**src/hdl/ctrl_src_defines.svh**
```systemverilog
`ifndef CTRL_SRC_DEFINES_SVH
`define CTRL_SRC_DEFINES_SVH

// =====================================================================
// Register map (APB byte addresses)
`define REG_CTRL       8'h00
`define REG_CMD        8'h04
`define REG_STATUS     8'h08
`define REG_SUBMOD     8'h0c
`define REG_ADDR       8'h10
`define REG_WRREC      8'h14
`define REG_INPUTS     8'h18

// =====================================================================
// Command codes written to REG_CMD
`define CMD_AUTO       4'h1
`define CMD_MANBUS     4'h2
`define CMD_MANLOCAL   4'h3
`define CMD_PROGRAM    4'h4
`define CMD_CLEAR      4'h5
`define CMD_TRIPRESET  4'h6
`define CMD_RESTART    4'h7

// =====================================================================
// Record numbers, timing and limits
`define REC_EMPTY      8'd93
`define ADDR_MAX       7'd127
`define WDOG_SECONDS   5
`define CLK_HZ         20000000
`define WDOG_CYCLES    (`WDOG_SECONDS * `CLK_HZ)
`define PROG_CYCLES    16

// =====================================================================
// Reset values
`define ADDR_RST       7'h7e
`define INACT_RST      8'h00

`endif

```
**src/hdl/ctrl_src_pkg.sv**
```systemverilog
package ctrl_src_pkg;
   typedef enum logic [1:0] {MODE_AUTO, MODE_MANBUS, MODE_MANLOCAL} opMode_t;
   typedef enum logic [1:0] {SM_IDLE, SM_PROG, SM_ERASE} subState_t;
   typedef logic [6:0] stationAddr_t;
endpackage

```
**src/hdl/control_source_arbiter.sv**
```systemverilog
`timescale 1ns/1ps
`default_nettype none
`include "ctrl_src_defines.svh"

// What this block does
// - Address plug fixes station address, blocks changes
// - Test plug forces manual local mode
// - Inputs one, two drive motor plus brake
// - Inputs three, four lose start, direction actions
// - Submodule data loaded only at restart
// - Program command writes parameters to submodule
// - Clear command erases, submodule then ignored
// - Five submodule status flags reported
// - Latched submodule flags cleared by trip reset
// - Three modes: automatic, manual bus, local
// - Automatic mode obeys only the PLC
// - Manual bus obeys only bus PC
// - Local mode: inputs or local PC, PC first
// - Higher mode always seizes control from lower
// - Return downward only with motor off
// - Five status bits encode active source
// - Supervision runs only in manual modes
// - No record for five seconds stops motor
// - Empty record 93 refreshes, commands zero
// - Return to automatic needs motor off; the command also needs brake off
module control_source_arbiter
   import ctrl_src_pkg::*;
#(
   parameter int unsigned WDOG_CYCLES = `WDOG_CYCLES,
   parameter int unsigned PROG_CYCLES = `PROG_CYCLES
) (
   input  wire logic                 clk,
   input  wire logic                 sys_rst,
   input  wire logic                 psel,
   input  wire logic                 penable,
   input  wire logic                 pwrite,
   input  wire logic [7:0]           paddr,
   input  wire logic [31:0]          pwdata,
   output logic      [31:0]          prdata,
   output logic                      pready,
   output logic                      pslverr,
   input  wire logic                 addrPlugPresent,
   input  wire logic [6:0]           addrPlugValue,
   input  wire logic                 testPlugPresent,
   input  wire logic                 localPcPresent,
   input  wire logic [3:0]           digitalIn,
   input  wire logic                 subPresent,
   input  wire logic                 subDefective,
   input  wire logic                 subWriteDone,
   input  wire logic                 subWriteError,
   output logic                      subWriteStrobe,
   output logic                      subEraseStrobe,
   output logic                      subLoadStrobe,
   output ctrl_src_pkg::stationAddr_t stationAddr,
   output logic                      motor_forward_action,
   output logic                      motor_reverse_action,
   output logic                      brakeOut,
   output logic [4:0]                sourceStatus,
   output logic                      link_timeout_flag
);
   import ctrl_src_pkg::*;

   // ==================================================================
   // Pin synchronisers
   logic [14:0] pinMeta_q;
   logic [14:0] pinSync_q;
   logic [14:0] pinRaw;
   assign pinRaw = {addrPlugPresent, addrPlugValue, testPlugPresent, localPcPresent,
                    digitalIn, subPresent};

   // No reset: live levels must stand when reset lifts, or the
   // restart load and the absent flag would see an empty slot
   always_ff @(posedge clk) begin
      pinMeta_q <= pinRaw;
      pinSync_q <= pinMeta_q;
   end

   logic       plugIn;
   logic [6:0] plugAddr;
   logic       testPlug;
   logic       localPc;
   logic [3:0] dIn;
   logic       subIn;
   assign plugIn   = pinSync_q[14];
   assign plugAddr = pinSync_q[13:7];
   assign testPlug = pinSync_q[6];
   assign localPc  = pinSync_q[5];
   assign dIn      = pinSync_q[4:1];
   assign subIn    = pinSync_q[0];

   logic [3:0] subFlagMeta_q;
   logic [3:0] subFlagSync_q;
   always_ff @(posedge clk) begin
      if (sys_rst) begin
         subFlagMeta_q <= 4'h0;
         subFlagSync_q <= 4'h0;
      end else begin
         subFlagMeta_q <= {subDefective, subWriteDone, subWriteError, 1'b0};
         subFlagSync_q <= subFlagMeta_q;
      end
   end

   // ==================================================================
   // APB access decode
   logic wrAcc;
   logic rdAcc;
   logic mapped;
   assign wrAcc  = psel && penable && pwrite;
   assign rdAcc  = psel && penable && !pwrite;
   assign mapped = (paddr == `REG_CTRL) || (paddr == `REG_CMD) ||
                   (paddr == `REG_STATUS) || (paddr == `REG_SUBMOD) ||
                   (paddr == `REG_ADDR) || (paddr == `REG_WRREC) ||
                   (paddr == `REG_INPUTS);
   assign pready  = 1'b1;
   assign pslverr = psel && penable && !mapped;

   function automatic logic isWr(input logic [7:0] a, input logic [7:0] off);
      isWr = wrAcc && (a == off);
   endfunction

   logic       cmdValid;
   logic [3:0] cmdCode;
   logic       recWrite;
   logic [7:0] recNum;
   assign cmdValid = isWr(paddr, `REG_CMD);
   assign cmdCode  = pwdata[3:0];
   assign recWrite = isWr(paddr, `REG_WRREC);
   assign recNum   = pwdata[15:8];

   // ==================================================================
   // Source and mode state
   opMode_t      mode_q, mode_d;
   logic [1:0]   busCmd_q, busCmd_d;
   logic         busBrake_q, busBrake_d;
   logic [7:0]   inAction_q, inAction_d;
   stationAddr_t swAddr_q, swAddr_d;
   logic         localInput_q, localInput_d;
   logic         timeout_q, timeout_d;
   logic [31:0]  wdog_q, wdog_d;
   logic         fwd, rev, brk;
   logic         motorOn;
   logic         manualInput;
   logic         abortMotor;

   // Input action field per input: bit0 forward, bit1 reverse, except input four's bit1 selects manual
   assign manualInput = inAction_q[7] && dIn[3];
   assign motorOn     = motor_forward_action || motor_reverse_action;

   always_comb begin
      mode_d       = mode_q;
      busCmd_d     = busCmd_q;
      busBrake_d   = busBrake_q;
      inAction_d   = inAction_q;
      swAddr_d     = swAddr_q;
      localInput_d = localInput_q;
      timeout_d    = timeout_q;
      wdog_d       = wdog_q;
      abortMotor   = 1'b0;

      if (isWr(paddr, `REG_CTRL)) begin
         inAction_d   = pwdata[7:0];
         localInput_d = pwdata[8];
      end
      if (isWr(paddr, `REG_ADDR) && !plugIn && pwdata[6:0] <= `ADDR_MAX) begin
         swAddr_d = pwdata[6:0];
      end

      // Upward takeover is unconditional; downward needs motor idle
      if (testPlug || manualInput || localPc) begin
         mode_d = MODE_MANLOCAL;
      end else if (cmdValid) begin
         unique case (cmdCode)
            `CMD_MANLOCAL: mode_d = MODE_MANLOCAL;
            `CMD_MANBUS: begin
               if (mode_q != MODE_MANLOCAL) begin
                  mode_d = MODE_MANBUS;
               end
            end
            `CMD_AUTO: begin
               if (!motorOn && !brakeOut) begin
                  mode_d = MODE_AUTO;
               end
            end
            default: ;
         endcase
      end else if (mode_q == MODE_MANLOCAL && !motorOn && inAction_q[7] && !dIn[3]
                   && !localInput_q) begin
         mode_d = MODE_AUTO;
      end

      // Record writes: source accepted only if it owns the current mode
      if (recWrite) begin
         if ((mode_q == MODE_AUTO && pwdata[17:16] == 2'd0) ||
             (mode_q == MODE_MANBUS && pwdata[17:16] == 2'd1) ||
             (mode_q == MODE_MANLOCAL && pwdata[17:16] == 2'd2)) begin
            wdog_d    = 32'h0;
            timeout_d = 1'b0;
            if (recNum == `REC_EMPTY) begin
               busCmd_d   = 2'b00;
               busBrake_d = 1'b0;
            end else begin
               busCmd_d   = pwdata[1:0];
               busBrake_d = pwdata[2];
            end
         end
      end

      if (mode_q == MODE_AUTO) begin
         wdog_d    = 32'h0;
         timeout_d = 1'b0;
      end else if (!recWrite) begin
         if (wdog_q >= WDOG_CYCLES - 1) begin
            timeout_d  = 1'b1;
            abortMotor = 1'b1;
         end else begin
            wdog_d = wdog_q + 32'h1;
         end
      end
      if (abortMotor || mode_d != mode_q) begin
         busCmd_d   = 2'b00;
         busBrake_d = 1'b0;
      end
   end

   always_ff @(posedge clk) begin
      if (sys_rst) begin
         mode_q       <= MODE_AUTO;
         busCmd_q     <= 2'b00;
         busBrake_q   <= 1'b0;
         inAction_q   <= `INACT_RST;
         swAddr_q     <= `ADDR_RST;
         localInput_q <= 1'b0;
         timeout_q    <= 1'b0;
         wdog_q       <= 32'h0;
      end else begin
         mode_q       <= mode_d;
         busCmd_q     <= busCmd_d;
         busBrake_q   <= busBrake_d;
         inAction_q   <= inAction_d;
         swAddr_q     <= swAddr_d;
         localInput_q <= localInput_d;
         timeout_q    <= timeout_d;
         wdog_q       <= wdog_d;
      end
   end

   // ==================================================================
   // Drive selection
   logic inputCtl;
   assign inputCtl = (mode_q == MODE_MANLOCAL) && !localPc && (localInput_q || testPlug);

   always_comb begin
      fwd = busCmd_q[0];
      brk = busBrake_q;
      rev = busCmd_q[1];
      if (inputCtl) begin
         if (testPlug) begin
            fwd = dIn[0];
            rev = dIn[1];
            brk = dIn[0] || dIn[1];
            // Inputs three and four keep only non-drive actions
         end else begin
            fwd = (dIn[0] && inAction_q[0]) || (dIn[1] && inAction_q[2]) ||
                  (dIn[2] && inAction_q[4]);
            rev = (dIn[0] && inAction_q[1]) || (dIn[1] && inAction_q[3]) ||
                  (dIn[2] && inAction_q[5]);
            brk = 1'b0;
         end
         // Drive actions on inputs three and four are masked in test mode
         if (!testPlug) begin
            fwd = fwd || (dIn[3] && inAction_q[6] && !inAction_q[7]);
         end
      end
      if (timeout_q || (fwd && rev)) begin
         fwd = 1'b0;
         rev = 1'b0;
         brk = 1'b0;
      end
   end

   logic fwd_q, rev_q, brk_q;
   always_ff @(posedge clk) begin
      if (sys_rst) begin
         fwd_q <= 1'b0;
         rev_q <= 1'b0;
         brk_q <= 1'b0;
      end else begin
         fwd_q <= fwd;
         rev_q <= rev;
         brk_q <= brk;
      end
   end
   assign motor_forward_action = fwd_q;
   assign motor_reverse_action = rev_q;
   assign brakeOut             = brk_q;

   // Plug address wins over the software value while attached
   assign stationAddr = plugIn ? plugAddr : swAddr_q;

   logic [4:0] srcStat;
   always_comb begin
      unique case (mode_q)
         MODE_AUTO:   srcStat = 5'b10000;
         MODE_MANBUS: srcStat = {4'b0100, timeout_q};
         default:     srcStat = {2'b00, 1'b1, inputCtl && !timeout_q, timeout_q};
      endcase
   end
   assign sourceStatus      = srcStat;
   assign link_timeout_flag = timeout_q;

   // ==================================================================
   // Memory submodule
   subState_t  sub_q, sub_d;
   logic [7:0] subCnt_q, subCnt_d;
   logic       erased_q, erased_d;
   logic       fAbsent_q, fAbsent_d;
   logic       fDefect_q, fDefect_d;
   logic       fOk_q, fOk_d;
   logic       fErr_q, fErr_d;
   logic       loadDone_q, loadDone_d;
   logic       wrStb, erStb, ldStb;
   logic       tripReset;
   assign tripReset = cmdValid && cmdCode == `CMD_TRIPRESET;

   always_comb begin
      sub_d      = sub_q;
      subCnt_d   = subCnt_q;
      erased_d   = erased_q;
      loadDone_d = loadDone_q;
      wrStb      = 1'b0;
      erStb      = 1'b0;
      ldStb      = 1'b0;
      fAbsent_d  = fAbsent_q && !tripReset;
      fDefect_d  = fDefect_q && !tripReset;
      fOk_d      = fOk_q && !tripReset;
      fErr_d     = fErr_q && !tripReset;
      if (!loadDone_q) begin
         loadDone_d = 1'b1;
         ldStb      = subIn && !erased_q;
      end
      if (cmdValid && cmdCode == `CMD_RESTART && mode_q != MODE_AUTO) begin
         loadDone_d = 1'b0;
      end
      if (!subIn) begin
         fAbsent_d = 1'b1;
      end
      if (subFlagSync_q[3]) begin
         fDefect_d = 1'b1;
      end
      unique case (sub_q)
         SM_IDLE: begin
            if (cmdValid && subIn && cmdCode == `CMD_PROGRAM) begin
               sub_d    = SM_PROG;
               wrStb    = 1'b1;
               subCnt_d = 8'h00;
               erased_d = 1'b0;
            end else if (cmdValid && subIn && cmdCode == `CMD_CLEAR) begin
               sub_d    = SM_ERASE;
               erStb    = 1'b1;
            end
         end
         SM_PROG: begin
            // Set wins over a simultaneous trip reset
            if (subFlagSync_q[2]) begin
               fOk_d = 1'b1;
               sub_d = SM_IDLE;
            end else if (subFlagSync_q[1] || !subIn) begin
               fErr_d = 1'b1;
               sub_d  = SM_IDLE;
            end
         end
         default: begin
            erased_d = 1'b1;
            sub_d    = SM_IDLE;
         end
      endcase
   end

   always_ff @(posedge clk) begin
      if (sys_rst) begin
         sub_q      <= SM_IDLE;
         subCnt_q   <= 8'h00;
         erased_q   <= 1'b0;
         fAbsent_q  <= 1'b0;
         fDefect_q  <= 1'b0;
         fOk_q      <= 1'b0;
         fErr_q     <= 1'b0;
         loadDone_q <= 1'b0;
      end else begin
         sub_q      <= sub_d;
         subCnt_q   <= subCnt_d;
         erased_q   <= erased_d;
         fAbsent_q  <= fAbsent_d;
         fDefect_q  <= fDefect_d;
         fOk_q      <= fOk_d;
         fErr_q     <= fErr_d;
         loadDone_q <= loadDone_d;
      end
   end

   logic wrStb_q, erStb_q, ldStb_q;
   always_ff @(posedge clk) begin
      if (sys_rst) begin
         wrStb_q <= 1'b0;
         erStb_q <= 1'b0;
         ldStb_q <= 1'b0;
      end else begin
         wrStb_q <= wrStb;
         erStb_q <= erStb;
         ldStb_q <= ldStb;
      end
   end
   assign subWriteStrobe = wrStb_q;
   assign subEraseStrobe = erStb_q;
   assign subLoadStrobe  = ldStb_q;

   logic [4:0] subStat;
   assign subStat = {fErr_q, fOk_q, sub_q == SM_PROG, fDefect_q, fAbsent_q};

   // ==================================================================
   // Read data
   logic [31:0] rd_d;
   always_comb begin
      rd_d = 32'h0;
      if (rdAcc) begin
         unique case (paddr)
            `REG_CTRL:   rd_d = {23'h0, localInput_q, inAction_q};
            `REG_STATUS: rd_d = {24'h0, 1'b0, mode_q, sourceStatus};
            `REG_SUBMOD: rd_d = {26'h0, erased_q, subStat};
            `REG_ADDR:   rd_d = {24'h0, plugIn, stationAddr};
            `REG_INPUTS: rd_d = {25'h0, brakeOut, motor_reverse_action,
                                 motor_forward_action, dIn};
            default:     rd_d = 32'h0;
         endcase
      end
   end
   // Zero-wait reads return combinational decode of registered state
   assign prdata = rd_d;
endmodule

`default_nettype wire

```
**config.mk**
```make
export PLATFORM = sky130hd
export DESIGN_NAME = control_source_arbiter
export DESIGN_NICKNAME = d
export VERILOG_FILES = /design/src/hdl/ctrl_src_pkg.sv /design/src/hdl/control_source_arbiter.sv
export VERILOG_INCLUDE_DIRS = /design/src /design/src/hdl
export SDC_FILE = /design/constraint.sdc
export NUM_CORES = 1
export LEC_CHECK = 0
export BUFFER_PORTS_ARGS = -buffer_cell sky130_fd_sc_hd__buf_2
export CAP_MARGIN = 30
export CORE_ASPECT_RATIO = 0.9
export CORE_MARGIN = 4
export CORE_UTILIZATION = 53
export DETAILED_ROUTE_END_ITERATION = 6
export HOLD_SLACK_MARGIN = 0.05
export PLACE_DENSITY_LB_ADDON = 0.2
export SKIP_LAST_GASP = 1
export SYNTH_ARGS = -nofsm -noshare
export SYNTH_HDL_FRONTEND = slang
export SYNTH_SLANG_ARGS = --single-unit
```
**constraint.sdc**
```tcl
create_clock -name clk -period 3.1 [get_ports clk]
set_input_delay 0.62 -clock clk [delete_from_list [all_inputs] [get_ports clk]]
set_output_delay 0.62 -clock clk [all_outputs]
set_load 0.01 [all_outputs]
```
* Word-level counts from Yosys, hierarchy flattened
Index checks and enable logic that the tools add are counted.
** Cells by class
- Muxes and demuxes :: 48
- Eq/ne operators :: 24
- Magnitude comparators :: 2
- Reductions and logical operators :: 90
- Add/subtract/negate cells :: 1
- Bitwise operators :: 2
** Operator list (number)
- 32-bit 2-to-1 mux :: 4
- 9-bit case mux with 5 select lines :: 1
- 1-bit logical AND :: 42
- 32-bit by 1-bit adder with 32-bit output (second input constant) :: 1
- 32-bit by 27-bit greater-or-equal comparator with 1-bit output (second input constant) :: 1
- 1-bit 2-to-1 mux :: 27
- 8-bit by 5-bit == test with 1-bit output (second input constant) :: 3
- 1-bit logical OR :: 21
- 2-bit 2-to-1 mux :: 10
- 4-bit by 3-bit == test with 1-bit output (second input constant) :: 4
- 8-bit by 4-bit == test with 1-bit output (second input constant) :: 2
- 1-bit logical NOT :: 13
- 5-bit case mux with 2 select lines :: 1
- 2-bit OR reduction :: 5
- 9-bit 2-to-1 mux :: 1
- 4-bit by 2-bit == test with 1-bit output (second input constant) :: 2
- 8-bit by 3-bit == test with 1-bit output (second input constant) :: 1
- 8-bit by 7-bit == test with 1-bit output (second input constant) :: 1
- 8-bit logical NOT :: 1
- 7-bit less-or-equal comparator (second input constant) :: 1
- 7-bit 2-to-1 mux :: 1
- 2-bit by 1-bit == test with 1-bit output (second input constant) :: 3
- 2-bit logical NOT :: 3
- 2-bit case mux with 3 select lines :: 1
- other kinds (12) :: 17
** Storage, ports and cells
- Logic and storage cells :: 193
- Register bits after elaboration :: 106

* Depth between registers and ports, before layout
- Depth after elaboration :: 12
- Mapped depth :: 8
- Gate-level depth less buffers :: 7

* Least setup slack after synthesis
Ideal clock, no wire load.
- Kind :: input-to-output
- Start :: input paddr[5]
- End :: output prdata[6]
- Stages :: 6
- Arrival time :: 2.073 ns
- Slack :: 0.407 ns
- Buffers on the path :: 1
- Cell sequence :: nor4_1 > nand2_1 > nor3_2 > buf_2 > nand2_1 > a21oi_1
** Between the ends
- Longest elaborated chain between the ends :: 3
- Elaborated cells on any way between the ends :: 7
** Ends and longest elaborated chain
- from (decl) :: RTL line control_source_arbiter.sv:37 : input wire logic [7:0] paddr,
- 8-bit by 5-bit == test with 1-bit output, or another cell as far along :: RTL line control_source_arbiter.sv:426 : unique case (paddr)
- 9-bit case mux with 5 select lines * :: RTL line control_source_arbiter.sv:426
- 9-bit 2-to-1 mux * :: RTL line control_source_arbiter.sv:425 : if (rdAcc) begin
- to (decl) :: RTL line control_source_arbiter.sv:39 : output logic [31:0] prdata,
Mark *: on every way between the ends. The rest lies on a longest branch, timed or not.

* Worst setup path in the final report
- Start :: input paddr[5]
- End :: output prdata[1]
The elaborated chain is that of the path after synthesis.

==> impl_metrics.csv <==
group,metric,value,unit
cells_and_area,final-instance-count-excl-fill,691,
cts,cts.sinks,104,
grt,met1_usage,28.02,%
floorplan,io-pin-count,116,
drt,post-route-drc-count,0,
drt,routed_via_density,5.616,
sta,period_share,92.03,%
cells_and_area,synth_to_layout_area_growth,13.46,%
synthesis,synth_top_flop_cell,"sky130_fd_sc_hd__dfxtp_1",
synthesis,synthTopCellsByArea,"sky130_fd_sc_hd__dfxtp_1 (46%), sky130_fd_sc_hd__nor2_1 (4.7%), sky130_fd_sc_hd__buf_4 (4.3%)",
sta,setup_repair_after_global_routing_missed_its_margin,"no",
cells_and_area,layout.cells.most_common,"sky130_fd_sc_hd__dfxtp_1",
synthesis,synth.cell_area,0.004517,mm²
synthesis,synth.distinct_cells,60,
sta,setup_viol_count_final,0,
floorplan,floorplan.initialDensity,55.19,%
cells_and_area,layout.area.seq,0.002082,mm²
min_path,worst_hold_path_type,"reg -> reg",
synthesis,synth-warning-count,0,
worst_setup_path,cp.arrival,2.23,ns
drt,route.detailed.wl_per_inst,15.47,µm
worst_setup_path,required_time_of_the_critical_path,2.48,ns
pwr,power.leakage,2.010,nW
cts,holdBufCountCts,0,
pwr,power_density_over_the_cells,466.3,mW/mm²
min_path,worst_hold_path_endpoint,"pinSync_q[12]",
sta,fmax,350.5,MHz
sta,finalHoldViolCount,0,
floorplan,die_width,105.3,µm
worst_setup_path,worst-setup-path-type,"in -> out",
placement,placed_cells_incl_taps,675,
cts,cts_made_buffers,9,
pwr,intPower,1.751,mW
worst_setup_path,timing.critical_path.mode_cell,"sky130_fd_sc_hd__buf_2",
cells_and_area,multi_input_area,0.002228,mm²
grt,antenna_found_initial,0,
grt,first_global_vias,3547,
cells_and_area,nNetsFinal,635,
cts,max-clock-path-buffers,2,
drt,via_count,3881,
worst_setup_path,timing.critical_path.fanout_max,7,
run_status,outcome,"complete, no violations",
pwr,clock_power_share,35.4,%
worst_setup_path,critical_path.top_delay_family,"simple AND/OR/NAND/NOR gates",
grt,grt.overflow.total,0,
pwr,p_comb_share,6.7,%
worst_setup_path,worstRegToRegCells,7,
placement,number_of_port_buffers,77,
sta,timing_max_transition_violations_final,0,
sta,worst_hold_slack,0.3252,ns
floorplan,placeableCoreArea,0.008184,mm²
worst_setup_path,reg2reg_setup_slack,0.74,ns
synthesis,syn_area_per_cell,9.034,µm²
cts,htree_levels,3,
worst_setup_path,timing.critical_path.slowest_cell_delay,0.38,ns
placement,place.detailed.hpwl,7663,µm
worst_setup_path,timing.critical_path.cells,"buf_2, nor4_1, buf_4, and4b_1, a222oi_1, a21oi_1, buf_2",
pwr,peakVddDrop,349.0,µV
grt,grt_first_pass_wirelength,17030,µm
grt,grt_start_max_net_pins,41,
worst_setup_path,cp-start-kind,"input port",
synthesis,postSynth.asyncResetShare,0,%
cts,tritoncts_clock_tree,"yes",
sta,worst_pin_slew,0.8156,ns
cts,clock_insertion_delay_worst_skew,0.37,ns
floorplan,floorplan.rows,31,
cts,ctsRootBufferMaster,"sky130_fd_sc_hd__clkbuf_8",
cts,postCtsResizedCells,0,
drt,dr.first_iter.drc_count,308,
synthesis,synth_cells,500,
drt,drtAntennaViolNets,0,
synthesis,synthDominantCellAreaShare,46.09,%
floorplan,floorplan.die.height,95.58,µm
placement,postPlaceCellArea,0.004915,mm²
grt,grt_use_met3,5.890,%
pwr,p_seq_share,57.9,%
sta,worst_clock_skew,0.01647,ns
sta,min_period,2.853,ns
cells_and_area,diodes,0,
pwr,power.switching,638.5,µW
cts,cts_post_setup_buffers_inserted,0,
grt,grt_most_used_layer,"met2",
worst_setup_path,crit_path_end_kind,"output port",
worst_setup_path,worst_r2r_startpoint,"wdog_q[0]",
run,max_cap_viol_count,0,
min_path,worstHoldStart,"pinMeta_q[12]",
synthesis,ys_ff_latch,104,
worst_setup_path,slowest_stage,"sky130_fd_sc_hd__and4b_1",
cells_and_area,final_area,0.005125,mm²
cells_and_area,most-common-layout-cells,"sky130_fd_sc_hd__dfxtp_1 (104), sky130_fd_sc_hd__buf_2 (77), sky130_fd_sc_hd__nor2_1 (57)",
synthesis,ys_seq_area_share,46.09,%
floorplan,design.die.area,0.01007,mm²
cells_and_area,fraction_of_layout_cells_with_a_size_suffix_above_1,20.83,%
placement,place.gp.congestion,0.8767,
synthesis,synth-edff-count,0,
worst_setup_path,cp_num_buf_inv,3,
grt,gr-usage-all-layers,20.92,%
worst_setup_path,crit_reg_reg_endpoint,"wdog_q[22]",
min_path,holdPathStages,0,
cells_and_area,fill_cells,711,
grt,globalRouteMet2Util,31.53,%
synthesis,netlist.top_cell.by_area,"sky130_fd_sc_hd__dfxtp_1",
cts,clk_transition_reported_paths,0.11,ns
sta,timing.setup.tns,0,ns
drt,detailedRoute.firstPassIterationCount,7,
pwr,power.share.switching,26.72,%
sta,slew_headroom,45.50,%
drt,postRouteWirelength,10690,µm
-- metrics by stage --
step / util (%) / power [mW] / worst slack [ns]
finish: 62.62 / 2.390 / 0.2472
global route: 62.62 / 2.479 / 0.04565
CTS: 62.62 / 2.405 / 0.2803
detailed placement: 60.05 / 1.572 / 0.2825
global placement: 60.05 / 1.568 / 0.3089
floorplan: - / 1.520 / 0.4068
-- cells in the mapped netlist (4+ instances only) --
cell and count:
sky130_fd_sc_hd__o211ai_1 4, sky130_fd_sc_hd__a21oi_1 27, sky130_fd_sc_hd__a22oi_1 11, sky130_fd_sc_hd__nor2_1 57, sky130_fd_sc_hd__nand2b_1 5, sky130_fd_sc_hd__nand4_1 14, sky130_fd_sc_hd__nor3_1 5, sky130_fd_sc_hd__o21ai_0 9
sky130_fd_sc_hd__nand2_1 38, sky130_fd_sc_hd__mux2_2 9, sky130_fd_sc_hd__dfxtp_1 104, sky130_fd_sc_hd__a211o_1 8, sky130_fd_sc_hd__a222oi_1 6, sky130_fd_sc_hd__and3_1 17, sky130_fd_sc_hd__clkbuf_1 18, sky130_fd_sc_hd__nand3_1 28
sky130_fd_sc_hd__nor4b_1 6, sky130_fd_sc_hd__nor2b_1 21, sky130_fd_sc_hd__xor2_1 17, sky130_fd_sc_hd__and2_1 5, sky130_fd_sc_hd__buf_4 26, sky130_fd_sc_hd__nor4_1 6
-- cell type report --
cell class | count | area share [%]
sequential | 104 | 40.63
tap | 115 | 2.808
clock buffer | 9 | 2.417
multi-input combinational | 368 | 43.48
inverter | 2 | 0.1465
timing repair buffer | 86 | 8.838
clock inverter | 7 | 1.685
-- worst max path at each step --
stage          startpoint   endpoint  cells past startpoint
2_1_floorplan    paddr[5]  prdata[6]                      6
3_3_place_gp     paddr[5]  prdata[6]                      7
3_5_place_dp     paddr[1]  prdata[6]                      7
4_1_cts          paddr[5]  prdata[1]                      8
5_1_grt          paddr[1]  prdata[6]                      7
6_report         paddr[5]  prdata[1]                      7
-- power by group through the flow --
stage               logic [mW]  clock network [mW]  registers, mW
floorplan                0.114                   0           1.41
global placement         0.155                   0           1.41
detailed placement       0.158                   0           1.41
CTS                      0.159               0.862           1.38
global route             0.175               0.916           1.39
finish                   0.160               0.846           1.38
-- routing by layer --
metal / wire (µm) / share of wire, %
met5: 0 / 0
met4: 233 / 2.2
met3: 987 / 9.2
met2: 4639 / 43
met1: 4827 / 45
-- cell families after synthesis --
kind of cell	share of synthesized area [%]
muxes	3.158
xor gates and xnor gates	3.878
AOI/OAI and AO/OA	13.24
adders and majority gates	0.2770
other	0.1663
and+or+nand+nor	26.79
buffers and inverters	6.399
DFF	46.09
-- sequential cells by signal, indices dropped and copies added (netlist names), 2 cells and up --
register / flops
sub_q: 2
wdog_q: 32
pinSync_q: 15
swAddr_q: 7
inAction_q: 8
subFlagMeta_q: 3
subFlagSync_q: 3
busCmd_q: 2
mode_q: 2
pinMeta_q: 15
Power figures use the tool's default switching activity.
